### src/common/scms_pkg.sv
/*
 * constants of the serial channel mode and status block: register offsets,
 * field positions, reset values, codes and bit timing.
 * assumes a 32-bit apb slave on a 125 mhz pclk.
 */
package scms_pkg;
	// byte offsets
	localparam logic [11:0] OFS_MOD0 = 12'h000;
	localparam logic [11:0] OFS_MOD1 = 12'h004;
	localparam logic [11:0] OFS_MOD2 = 12'h008;
	localparam logic [11:0] OFS_CR = 12'h00c;
	localparam logic [11:0] OFS_DATA = 12'h010;
	// mode_control_zero
	localparam int MOD0_RXE = 6;
	localparam int MOD0_SM = 2;
	// mode_control_one
	localparam int MOD1_TXE = 4;
	// mode_control_two
	localparam int MOD2_TBEMP = 7;
	localparam int MOD2_RBFLL = 6;
	localparam int MOD2_TXRUN = 5;
	localparam int MOD2_SBLEN = 4;
	localparam int MOD2_ORDER = 3;
	localparam int MOD2_WBUF = 2;
	localparam int MOD2_SOFT_RESET_CODE = 0;
	localparam logic MOD2_TBEMP_RST = 1'b1;
	// channel_control_reg
	localparam int CR_SCLK_OUT = 0;
	localparam int CR_FERR = 2;
	localparam int CR_PERR = 3;
	localparam int CR_OERR = 4;
	// transfer modes
	localparam logic [1:0] SM_IO = 2'h0;
	localparam logic [1:0] SM_U7 = 2'h1;
	localparam logic [1:0] SM_U8 = 2'h2;
	// soft reset codes and delay from recognition to execution
	localparam logic [1:0] SOFT_RESET_CODE_ARM = 2'h1;
	localparam logic [1:0] SOFT_RESET_CODE_FIRE = 2'h2;
	localparam int SOFT_RESET_CODE_DELAY = 2;
	// bit timing in pclk cycles
	localparam logic [15:0] UART_BIT_CYCLES = 16'h0010;
	localparam logic [15:0] UART_HALF_CYCLES = 16'h0008;
	localparam logic [7:0] SCLK_HALF_CYCLES = 8'h04;
	typedef enum logic [1:0] {RX_IDLE, RX_START, RX_DATA, RX_STOP} scms_rx_t;
endpackage : scms_pkg

### src/hw/scms_tx_shift.sv
/*
 * transmit shift register: frames a character for uart or i/o mode and
 * moves one bit per step pulse.
 * assumes step pulses come from the caller's bit timing, on pclk.
 */
module scms_tx_shift (
	input wire logic pclk,
	input wire logic presetn,
	input wire logic init,
	input wire logic start,
	input wire logic step,
	input wire logic [8:0] data,
	input wire logic [3:0] nbits,
	input wire logic uart,
	input wire logic two_stop,
	input wire logic msb_first,
	output logic busy,
	output logic last,
	output logic txd
);
	typedef struct packed {
		logic busy;
		logic line;
		logic [11:0] shreg;
		logic [3:0] left;
	} scms_txs_t;

	scms_txs_t s_q, s_d;
	logic [11:0] frame;
	logic [3:0] len;

	always_comb begin
		frame = 12'hfff;
		len = 4'h8;
		if (uart) begin
			frame[0] = 1'b0;
			for (int i = 0; i < 9; i++) begin
				if (i < int'(nbits)) frame[i + 1] = data[i];
			end
			len = 4'(nbits + (two_stop ? 4'h3 : 4'h2));
		end else begin
			for (int i = 0; i < 8; i++) begin
				frame[i] = msb_first ? data[7 - i] : data[i];
			end
		end
	end

	always_comb begin
		s_d = s_q;
		if (init) begin
			s_d.busy = 1'b0;
			s_d.line = 1'b1;
			s_d.left = 4'h0;
		end else if (start && !s_q.busy) begin
			s_d.busy = 1'b1;
			s_d.shreg = frame;
			s_d.line = frame[0];
			s_d.left = len;
		end else if (step && s_q.busy) begin
			s_d.shreg = {1'b1, s_q.shreg[11:1]};
			s_d.left = s_q.left - 4'h1;
			s_d.line = s_q.shreg[1];
			if (s_q.left == 4'h1) begin
				s_d.busy = 1'b0;
				s_d.line = 1'b1;
			end
		end
	end

	always_ff @(posedge pclk or negedge presetn) begin
		if (!presetn) begin
			s_q <= '{busy: 1'b0, line: 1'b1, shreg: 12'hfff, left: 4'h0};
		end else begin
			s_q <= s_d;
		end
	end

	assign busy = s_q.busy;
	assign last = s_q.busy && (s_q.left == 4'h1);
	assign txd = s_q.line;
endmodule : scms_tx_shift

### src/hw/scms_channel.sv
/*
 * mode control and status of one serial channel with its apb registers,
 * transmit/receive double buffers, uart and clocked i/o shifting and the
 * two-step software reset.
 * assumes an apb master on pclk; rxd and sclk_in come from outside the
 * clock domain and are synchronised here.
 */
// Added by the designer: register access over APB and the register offsets.
// How it works
// - buffer empty flag sets on move, resets one
// - writing transmit data clears buffer empty flag
// - receive full sets on move, read clears
// - flags meaningless without double buffering
// - in-transmission flag high while shifting
// - uart sends one or two stop bits
// - receiver checks only one stop bit
// - i/o mode bit order selectable
// - buffer enable covers three transfer cases; the code uses it only for i/o receive on its own clock
// - receive always double buffered in two cases
// - code sequence ending ten triggers soft reset
// - soft reset clears enables, flags, errors
// - soft reset executes two cycles later
// - transmit enable gates every transfer mode
module scms_channel (
	input wire logic pclk,
	input wire logic presetn,
	input wire logic psel,
	input wire logic penable,
	input wire logic pwrite,
	input wire logic [11:0] paddr,
	input wire logic [31:0] pwdata,
	output logic [31:0] prdata,
	output logic pready,
	output logic pslverr,
	output logic txd,
	input wire logic rxd,
	input wire logic sclk_in,
	output logic sclk_out,
	output logic sclk_oe
);
	localparam int SOFT_RESET_CODE_DELAY_W = scms_pkg::SOFT_RESET_CODE_DELAY;

	typedef struct packed {
		logic rxe;
		logic [1:0] sm;
		logic txe;
		logic tbemp;
		logic rbfll;
		logic sblen;
		logic order;
		logic wbuf;
		logic [1:0] soft_reset_code;
		logic armed;
		logic [SOFT_RESET_CODE_DELAY_W-1:0] rst_pipe;
		logic sclk_own;
		logic ferr;
		logic perr;
		logic oerr;
		logic [8:0] tx_buf;
		logic tx_full;
		logic [8:0] rx_buf;
		logic [31:0] prdata;
		logic rxd_m;
		logic rxd_s;
		logic rxd_p;
		logic sclk_m;
		logic sclk_s;
		logic sclk_p;
		logic sclk_q;
		logic [7:0] sclk_cnt;
		logic [15:0] baud_cnt;
		logic io_skip;
		scms_pkg::scms_rx_t rx_st;
		logic [15:0] rx_cnt;
		logic [3:0] rx_bits;
		logic [8:0] rx_sh;
	} scms_state_t;

	scms_state_t s_q, s_d;

	// register index of an address, 3'h7 when unmapped
	function automatic logic [2:0] reg_index(input logic [11:0] addr);
		case (addr)
			scms_pkg::OFS_MOD0: reg_index = 3'h0;
			scms_pkg::OFS_MOD1: reg_index = 3'h1;
			scms_pkg::OFS_MOD2: reg_index = 3'h2;
			scms_pkg::OFS_CR: reg_index = 3'h3;
			scms_pkg::OFS_DATA: reg_index = 3'h4;
			default: reg_index = 3'h7;
		endcase
	endfunction : reg_index

	// character length per transfer mode
	function automatic logic [3:0] char_bits(input logic [1:0] sm);
		case (sm)
			scms_pkg::SM_IO: char_bits = 4'h8;
			scms_pkg::SM_U7: char_bits = 4'h7;
			scms_pkg::SM_U8: char_bits = 4'h8;
			default: char_bits = 4'h9;
		endcase
	endfunction : char_bits

	logic uart;
	logic [3:0] nbits;
	logic tx_busy;
	logic tx_last;
	logic tx_start;
	logic tx_step;
	logic soft_exec;
	logic setup;
	logic access;
	logic [2:0] idx;
	logic [2:0] acc_idx;
	logic [31:0] rdata;
	logic sclk_src;
	logic sclk_rise;
	logic sclk_fall;
	logic sclk_run;
	logic rx_done;
	logic [8:0] rx_word;
	logic [1:0] code;

	assign uart = (s_q.sm != scms_pkg::SM_IO);
	assign nbits = char_bits(s_q.sm);
	assign setup = psel && !penable;
	assign access = psel && penable;
	assign idx = reg_index(paddr);
	assign acc_idx = access ? idx : 3'h7;
	assign code = pwdata[scms_pkg::MOD2_SOFT_RESET_CODE +: 2];
	assign soft_exec = s_q.rst_pipe[SOFT_RESET_CODE_DELAY_W-1];
	assign sclk_src = s_q.sclk_own ? s_q.sclk_q : s_q.sclk_s;
	assign sclk_rise = !s_q.sclk_p && sclk_src;
	assign sclk_fall = s_q.sclk_p && !sclk_src;
	// the generator stops only with the line high so no stray edge is seen
	assign sclk_run = !uart && s_q.sclk_own &&
		(tx_busy || (s_q.rxe && (s_q.wbuf || !s_q.rbfll)) || !s_q.sclk_q);
	assign tx_start = s_q.txe && s_q.tx_full && !tx_busy && !soft_exec;
	// i/o mode: the first falling edge only opens the frame; the last bit
	// ends on the eighth rising edge so the clock idles high afterwards
	assign tx_step = uart ? (s_q.baud_cnt == scms_pkg::UART_BIT_CYCLES - 16'h1)
		: ((sclk_fall && !s_q.io_skip) || (sclk_rise && tx_last));

	scms_tx_shift u_tx (
		.pclk(pclk),
		.presetn(presetn),
		.init(soft_exec),
		.start(tx_start),
		.step(tx_step),
		.data(s_q.tx_buf),
		.nbits(nbits),
		.uart(uart),
		.two_stop(s_q.sblen),
		.msb_first(s_q.order),
		.busy(tx_busy),
		.last(tx_last),
		.txd(txd)
	);

	// read mux, sampled in the setup cycle so prdata comes from a flop
	always_comb begin
		rdata = 32'h0000_0000;
		case (idx)
			3'h0: begin
				rdata[scms_pkg::MOD0_RXE] = s_q.rxe;
				rdata[scms_pkg::MOD0_SM +: 2] = s_q.sm;
			end
			3'h1: rdata[scms_pkg::MOD1_TXE] = s_q.txe;
			3'h2: begin
				rdata[scms_pkg::MOD2_TBEMP] = s_q.tbemp;
				rdata[scms_pkg::MOD2_RBFLL] = s_q.rbfll;
				rdata[scms_pkg::MOD2_TXRUN] = tx_busy;
				rdata[scms_pkg::MOD2_SBLEN] = s_q.sblen;
				rdata[scms_pkg::MOD2_ORDER] = s_q.order;
				rdata[scms_pkg::MOD2_WBUF] = s_q.wbuf;
				rdata[scms_pkg::MOD2_SOFT_RESET_CODE +: 2] = s_q.soft_reset_code;
			end
			3'h3: begin
				rdata[scms_pkg::CR_SCLK_OUT] = s_q.sclk_own;
				rdata[scms_pkg::CR_FERR] = s_q.ferr;
				rdata[scms_pkg::CR_PERR] = s_q.perr;
				rdata[scms_pkg::CR_OERR] = s_q.oerr;
			end
			3'h4: rdata[8:0] = s_q.rx_buf;
			default: rdata = 32'h0000_0000;
		endcase
	end

	always_comb begin
		s_d = s_q;
		rx_done = 1'b0;
		rx_word = s_q.rx_sh;

		// pin synchronisers; logic reads the second stage, and the third stage too for the rxd start edge
		s_d.rxd_m = rxd;
		s_d.rxd_s = s_q.rxd_m;
		s_d.rxd_p = s_q.rxd_s;
		s_d.sclk_m = sclk_in;
		s_d.sclk_s = s_q.sclk_m;
		s_d.sclk_p = sclk_src;

		// internal shift clock
		if (sclk_run) begin
			if (s_q.sclk_cnt == scms_pkg::SCLK_HALF_CYCLES - 8'h01) begin
				s_d.sclk_cnt = 8'h00;
				s_d.sclk_q = !s_q.sclk_q;
			end else begin
				s_d.sclk_cnt = s_q.sclk_cnt + 8'h01;
			end
		end else begin
			s_d.sclk_cnt = 8'h00;
			s_d.sclk_q = 1'b1;
		end

		// uart bit timer and i/o frame opening
		if (tx_start || !tx_busy || tx_step) begin
			s_d.baud_cnt = 16'h0000;
		end else begin
			s_d.baud_cnt = s_q.baud_cnt + 16'h0001;
		end
		if (tx_start) begin
			s_d.io_skip = 1'b1;
		end else if (sclk_fall) begin
			s_d.io_skip = 1'b0;
		end

		// transmit double buffer hand-over
		if (tx_start) begin
			s_d.tx_full = 1'b0;
			s_d.tbemp = 1'b1;
		end

		// receiver
		case (s_q.rx_st)
			scms_pkg::RX_IDLE: begin
				s_d.rx_cnt = 16'h0000;
				s_d.rx_bits = 4'h0;
				if (s_q.rxe && uart && s_q.rxd_p && !s_q.rxd_s) begin
					s_d.rx_st = scms_pkg::RX_START;
				end else if (s_q.rxe && !uart) begin
					s_d.rx_st = scms_pkg::RX_DATA;
				end
			end
			scms_pkg::RX_START: begin
				if (s_q.rx_cnt == scms_pkg::UART_HALF_CYCLES - 16'h1) begin
					s_d.rx_cnt = 16'h0000;
					s_d.rx_st = s_q.rxd_s ? scms_pkg::RX_IDLE : scms_pkg::RX_DATA;
				end else begin
					s_d.rx_cnt = s_q.rx_cnt + 16'h0001;
				end
			end
			scms_pkg::RX_DATA: begin
				if (uart) begin
					if (s_q.rx_cnt == scms_pkg::UART_BIT_CYCLES - 16'h1) begin
						s_d.rx_cnt = 16'h0000;
						s_d.rx_sh = {s_q.rxd_s, s_q.rx_sh[8:1]};
						s_d.rx_bits = s_q.rx_bits + 4'h1;
						if (s_q.rx_bits == nbits - 4'h1) s_d.rx_st = scms_pkg::RX_STOP;
					end else begin
						s_d.rx_cnt = s_q.rx_cnt + 16'h0001;
					end
				end else if (!s_q.rxe) begin
					s_d.rx_st = scms_pkg::RX_IDLE;
				end else if (sclk_rise) begin
					s_d.rx_sh = s_q.order ? {1'b0, s_q.rx_sh[6:0], s_q.rxd_s}
						: {1'b0, s_q.rxd_s, s_q.rx_sh[7:1]};
					s_d.rx_bits = s_q.rx_bits + 4'h1;
					if (s_q.rx_bits == 4'h7) begin
						s_d.rx_bits = 4'h0;
						rx_done = 1'b1;
						rx_word = s_d.rx_sh;
					end
				end
			end
			scms_pkg::RX_STOP: begin
				if (s_q.rx_cnt == scms_pkg::UART_BIT_CYCLES - 16'h1) begin
					// one stop bit is checked whatever the stop length
					if (!s_q.rxd_s) s_d.ferr = 1'b1;
					rx_done = 1'b1;
					rx_word = s_q.rx_sh >> (4'h9 - nbits);
					s_d.rx_st = scms_pkg::RX_IDLE;
				end else begin
					s_d.rx_cnt = s_q.rx_cnt + 16'h0001;
				end
			end
			default: s_d.rx_st = scms_pkg::RX_IDLE;
		endcase

		// receive double buffer: uart and external clock always buffer
		if (acc_idx == 3'h2 && !pwrite && s_q.prdata[scms_pkg::MOD2_RBFLL]) begin
			s_d.rbfll = 1'b0;
		end
		if (rx_done) begin
			if (s_q.rbfll && (uart || !s_q.sclk_own || s_q.wbuf)) begin
				s_d.oerr = 1'b1;
			end
			s_d.rx_buf = rx_word;
			s_d.rbfll = 1'b1;
		end

		// apb
		if (setup) begin
			s_d.prdata = rdata;
		end
		if (pwrite) begin
			case (acc_idx)
				3'h0: begin
					s_d.rxe = pwdata[scms_pkg::MOD0_RXE];
					s_d.sm = pwdata[scms_pkg::MOD0_SM +: 2];
				end
				3'h1: s_d.txe = pwdata[scms_pkg::MOD1_TXE];
				3'h2: begin
					s_d.sblen = pwdata[scms_pkg::MOD2_SBLEN];
					s_d.order = pwdata[scms_pkg::MOD2_ORDER];
					s_d.wbuf = pwdata[scms_pkg::MOD2_WBUF];
					s_d.soft_reset_code = code;
					// a fire code counts only straight after an arm code
					s_d.armed = (code == scms_pkg::SOFT_RESET_CODE_ARM);
					s_d.rst_pipe[0] = s_q.armed && (code == scms_pkg::SOFT_RESET_CODE_FIRE);
				end
				3'h3: s_d.sclk_own = pwdata[scms_pkg::CR_SCLK_OUT];
				3'h4: begin
					s_d.tx_buf = pwdata[8:0];
					s_d.tx_full = 1'b1;
					s_d.tbemp = 1'b0;
				end
				default: s_d.prdata = s_q.prdata;
			endcase
		end
		if (!(pwrite && acc_idx == 3'h2)) begin
			s_d.rst_pipe[0] = 1'b0;
		end
		for (int i = 1; i < SOFT_RESET_CODE_DELAY_W; i++) begin
			s_d.rst_pipe[i] = s_q.rst_pipe[i - 1];
		end

		// software reset wins over everything it touches
		if (soft_exec) begin
			s_d.rxe = 1'b0;
			s_d.txe = 1'b0;
			s_d.tbemp = 1'b0;
			s_d.rbfll = 1'b0;
			s_d.ferr = 1'b0;
			s_d.perr = 1'b0;
			s_d.oerr = 1'b0;
			s_d.tx_full = 1'b0;
			s_d.rx_st = scms_pkg::RX_IDLE;
			s_d.rx_bits = 4'h0;
			s_d.rx_cnt = 16'h0000;
			s_d.io_skip = 1'b0;
		end
	end

	always_ff @(posedge pclk or negedge presetn) begin
		if (!presetn) begin
			s_q <= '0;
			s_q.tbemp <= scms_pkg::MOD2_TBEMP_RST;
			s_q.rxd_m <= 1'b1;
			s_q.rxd_s <= 1'b1;
			s_q.rxd_p <= 1'b1;
			s_q.sclk_m <= 1'b1;
			s_q.sclk_s <= 1'b1;
			s_q.sclk_p <= 1'b1;
			s_q.sclk_q <= 1'b1;
			s_q.rx_st <= scms_pkg::RX_IDLE;
		end else begin
			s_q <= s_d;
		end
	end

	assign prdata = s_q.prdata;
	// zero-wait slave: every access ends in its first access cycle
	assign pready = 1'b1;
	assign pslverr = access && (idx == 3'h7);
	assign sclk_out = s_q.sclk_q;
	assign sclk_oe = !uart && s_q.sclk_own;
endmodule : scms_channel

### config.mk
export PLATFORM = sky130hd
export DESIGN_NAME = scms_channel
export DESIGN_NICKNAME = d
export VERILOG_FILES = /design/src/common/scms_pkg.sv /design/src/hw/scms_tx_shift.sv /design/src/hw/scms_channel.sv
export SDC_FILE = /design/constraint.sdc
export NUM_CORES = 1
export LEC_CHECK = 0
export BUFFER_PORTS_ARGS = -buffer_cell sky130_fd_sc_hd__buf_2
export CORE_UTILIZATION = 31
export DETAILED_ROUTE_END_ITERATION = 10
export PLACE_DENSITY = 0.47
export SYNTH_ARGS = -nofsm -noshare
export SYNTH_HDL_FRONTEND = slang
export SYNTH_SLANG_ARGS = --single-unit
### constraint.sdc
create_clock -name pclk -period 2.65 [get_ports pclk]
set_input_delay 0 -clock pclk [delete_from_list [all_inputs] [get_ports pclk]]
set_output_delay 0 -clock pclk [all_outputs]
set_load 0.02 [all_outputs]
==> impl_metrics.env <==
export IMPL_yosysTopAreaCellShare_pct=37.4
export IMPL_dpl_cell_area_um2=7510
export IMPL_ys_top_cells_by_area="dfrtp_1, dfstp_2, mux2_2, nor2_1, mux2i_1"
export IMPL_via_count=5658
export IMPL_antenna_found_initial=0
export IMPL_die_w_um=153
export IMPL_core_um2=22000
export IMPL_root_buffer="clkbuf_16"
export IMPL_crit_slowest_cell="or4_4"
export IMPL_synth_cells=754
export IMPL_synth_edf_count=0
export IMPL_worst_pin_slew_ns=0.985
export IMPL_yosys_warnings=0
export IMPL_drtPass1Iterations=7
export IMPL_reg2reg_depth=6
export IMPL_grt_pass1_vias=5594
export IMPL_leakage_nw=3.56
export IMPL_start_util_pct=31.9
export IMPL_grt_max_degree=68
export IMPL_clkTransAtPathRegs_ns=0.06
export IMPL_post_route_min_period_ns=2.41
export IMPL_critPathBufInv=1
export IMPL_cts_setup_buffers=0
export IMPL_hpwlAfterDp_um=12300
export IMPL_maxSlewViolCount=0
export IMPL_slowest_delay_ns=0.56
export IMPL_hold_viol=0
export IMPL_path_cells="or4_4 > nor4_2 > buf_12 > a21oi_1 > a221oi_1 > mux2i_1"
export IMPL_cts_hold_buf=15
export IMPL_wire_per_inst_um=16.0
export IMPL_timing_final_crit_share_pct=90.9
export IMPL_remaining_drc_errors=0
export IMPL_ys_types=72
export IMPL_ant_nets=0
export IMPL_fp_dieArea_um2=23300
export IMPL_crit_type="reg2reg"
export IMPL_fp_dieH_um=153
export IMPL_routed_via_density=5.13
export IMPL_cts_buffers=17
export IMPL_min_path_type="in2reg"
export IMPL_gr_total_overflow=0
export IMPL_routed_wirelength_um=17700
export IMPL_synth_top_cell_by_area="dfrtp_1"
export IMPL_synth_seq_area_share_pct=44.1
export IMPL_fin_util_pct=37.6
export IMPL_cts_sinks=123
export IMPL_drive_above_1_share_pct=20.5
export IMPL_hold_depth=3
export IMPL_io_buffers=40
export IMPL_setup_violations=0
export IMPL_nFillCells=2264
export IMPL_setup_tns_ns=0
export IMPL_clock_skew_ns=0.00813
export IMPL_synth_seq_cells=123
export IMPL_fmax_mhz=415
export IMPL_antennaDiodeCount=0
export IMPL_drt_iter0_markers=388
export IMPL_syn_area_per_cell_um2=9.32
export IMPL_crit_family="simple AND/OR/NAND/NOR gates"
export IMPL_worstSetupPathDepth=6
export IMPL_row_count=54
export IMPL_cap_violations=0
export IMPL_grt_first_pass_wirelength_um=29700
export IMPL_cp_end_kind="flop"
export IMPL_critPathRequiredTime_ns=2.99
export IMPL_ctsResizeCount=0
export IMPL_fin_area_um2=8280
export IMPL_routabilityCongestion=0.814
export IMPL_netlist_area_um2=7030
export IMPL_htree_levels=4
export IMPL_startpoint_type="flop"
export IMPL_crit_fanout=13
export IMPL_cts_buffer_depth=2
export IMPL_peakVddDrop_v=0.000415
export IMPL_ioPinCount=88
export IMPL_crit_arrival_ns=2.75
export IMPL_fin_nets=869
export IMPL_slew_headroom_pct=34.0
export IMPL_cts_tree="built"
export IMPL_clkLatencyLatePin_ns=0.42
export IMPL_track_usage_pct=16.0
export IMPL_powerDensity_nw_per_um2=654
export IMPL_rsz0062_at_grt="no"
export IMPL_syn_to_final_growth_pct=17.9
export IMPL_async_flop_share_pct=100
export IMPL_status="completed"
export IMPL_ys_flop_type="dfrtp_1"
==> sequential cells by signal, summed over array words and instances (netlist names) <==
name / count
prdata: 9
s_d: 4
s_q: 94
sclk_out: 1
u_tx.busy: 1
u_tx.s_q: 13
u_tx.txd: 1
==> final timing paths <==
kind	slack (ns)	endpoint	from
hold reg to reg	0.35	s_d[60]$_DFF_PN1_	s_d[61]$_DFF_PN1_
setup / recovery	0.24	s_q[30]$_DFFE_PN0P_	s_q[22]$_DFFE_PN0P_
setup reg to reg	0.24	s_q[30]$_DFFE_PN0P_	s_q[22]$_DFFE_PN0P_
max in group asynchronous	1.71	s_d[61]$_DFF_PN1_	presetn
hold / removal	0.05	prdata[7]$_DFFE_PN0P_	pwrite
min in group asynchronous	0.14	s_q[32]$_DFF_PN0_	presetn
==> power breakdown <==
| part | total [mW] | internal (mW) | switching, mW | leakage, nW |
|---|---|---|---|---|
| logic | 0.791 | 0.299 | 0.492 | 1.64 |
| clock network | 2.51 | 1.52 | 0.990 | 0.307 |
| registers | 2.12 | 1.97 | 0.148 | 1.61 |
| total | 5.42 | 3.79 | 1.63 | 3.56 |
==> kinds of logic (layout without fill, tap and decap cells) <==
logic type / count (synthesis) / count (layout) / synth area share, %
AOI/OAI and AO/OA: 156 / 156 / 14.5
xor gates and xnor gates: 24 / 24 / 2.99
adders and majority gates: 8 / 8 / 1.42
buffers and inverters: 95 / 142 / 7.11
DFF: 123 / 123 / 44.1
muxes: 63 / 63 / 9.60
other: 2 / 24 / 0.107
and+or+nand+nor: 283 / 283 / 20.2
==> tightest hold or removal path, delay by kind of cell <==
kind	cells	cell delay, ns
buffers and inverters	1	0.13
AOI/OAI and AO/OA	1	0.15
and+or+nand+nor	1	0.15
==> cells in the mapped netlist (10+ instances only) <==
cell type and number:
o22ai_1 10, nor3_1 17, nand4_1 13, nor2_1 100
nand3_1 25, dfrtp_1 105, nand2_1 56, xnor2_1 10
mux2_2 35, a21oi_1 43, buf_4 33, o21ai_0 38
xor2_1 14, dfstp_2 18, nor4_1 14, inv_1 22
mux2i_1 28, clkbuf_1 28
==> placed cells by master (no fill, tap or decap), types with 5 or more instances in the layout <==
cell type,count
inv_1,22
nand2_1,56
a22oi_1,6
xnor2_1,10
clkbuf_16,17
a21oi_1,43
dlygate4sd3_1,15
ha_1,8
o21ai_0,38
nand4_1,13
conb_1,24
nor2_1,100
dfrtp_1,105
a211oi_1,6
xor2_1,14
a31oi_1,7
inv_6,6
nor3_1,17
buf_4,30
buf_2,39
nor4b_1,7
nor4_1,14
a21o_1,5
mux2i_1,28
dfstp_2,18
mux2_2,35
nand3_1,25
and3_1,8
nand2b_1,5
o22ai_1,10
==> layer usage <==
metal | global-route usage (%) | routed length [um]
met1 | 22.1 | 8740
met2 | 25.3 | 8230
met3 | 2.79 | 503
met4 | 5.24 | 221
met5 | 0 | 0
==> per-stage QoR <==
| stage | hold WS, ns | worst slack (ns) | cells | total power, mW |
|---|---|---|---|---|
| 5_1_grt | 0.0761 | 0.0930 | 1103 | 5.69 |
| 3_5_place_dp | 0.0611 | 0.240 | 1056 | 2.92 |
| 3_3_place_gp | 0.0583 | 0.230 | 1056 | 2.93 |
| 2_1_floorplan | -0.296 | 0.324 | 776 | 2.71 |
| 6_report | 0.0504 | 0.242 | 1103 | 5.42 |
| 4_1_cts | 0.0259 | 0.236 | 1103 | 5.49 |
==> area by class of cell <==
cell class | instances | area, um2 | area share, %
clock buffers | 17 | 425 | 5.14
clock inverters | 15 | 200 | 2.42
inverters | 24 | 90.1 | 1.09
multi-input cells | 558 | 3510 | 42.4
flip-flops and latches | 123 | 3100 | 37.4
well taps | 280 | 350 | 4.23
repair buffers | 86 | 602 | 7.27
Note: power is estimated with default switching activity, not from simulation.
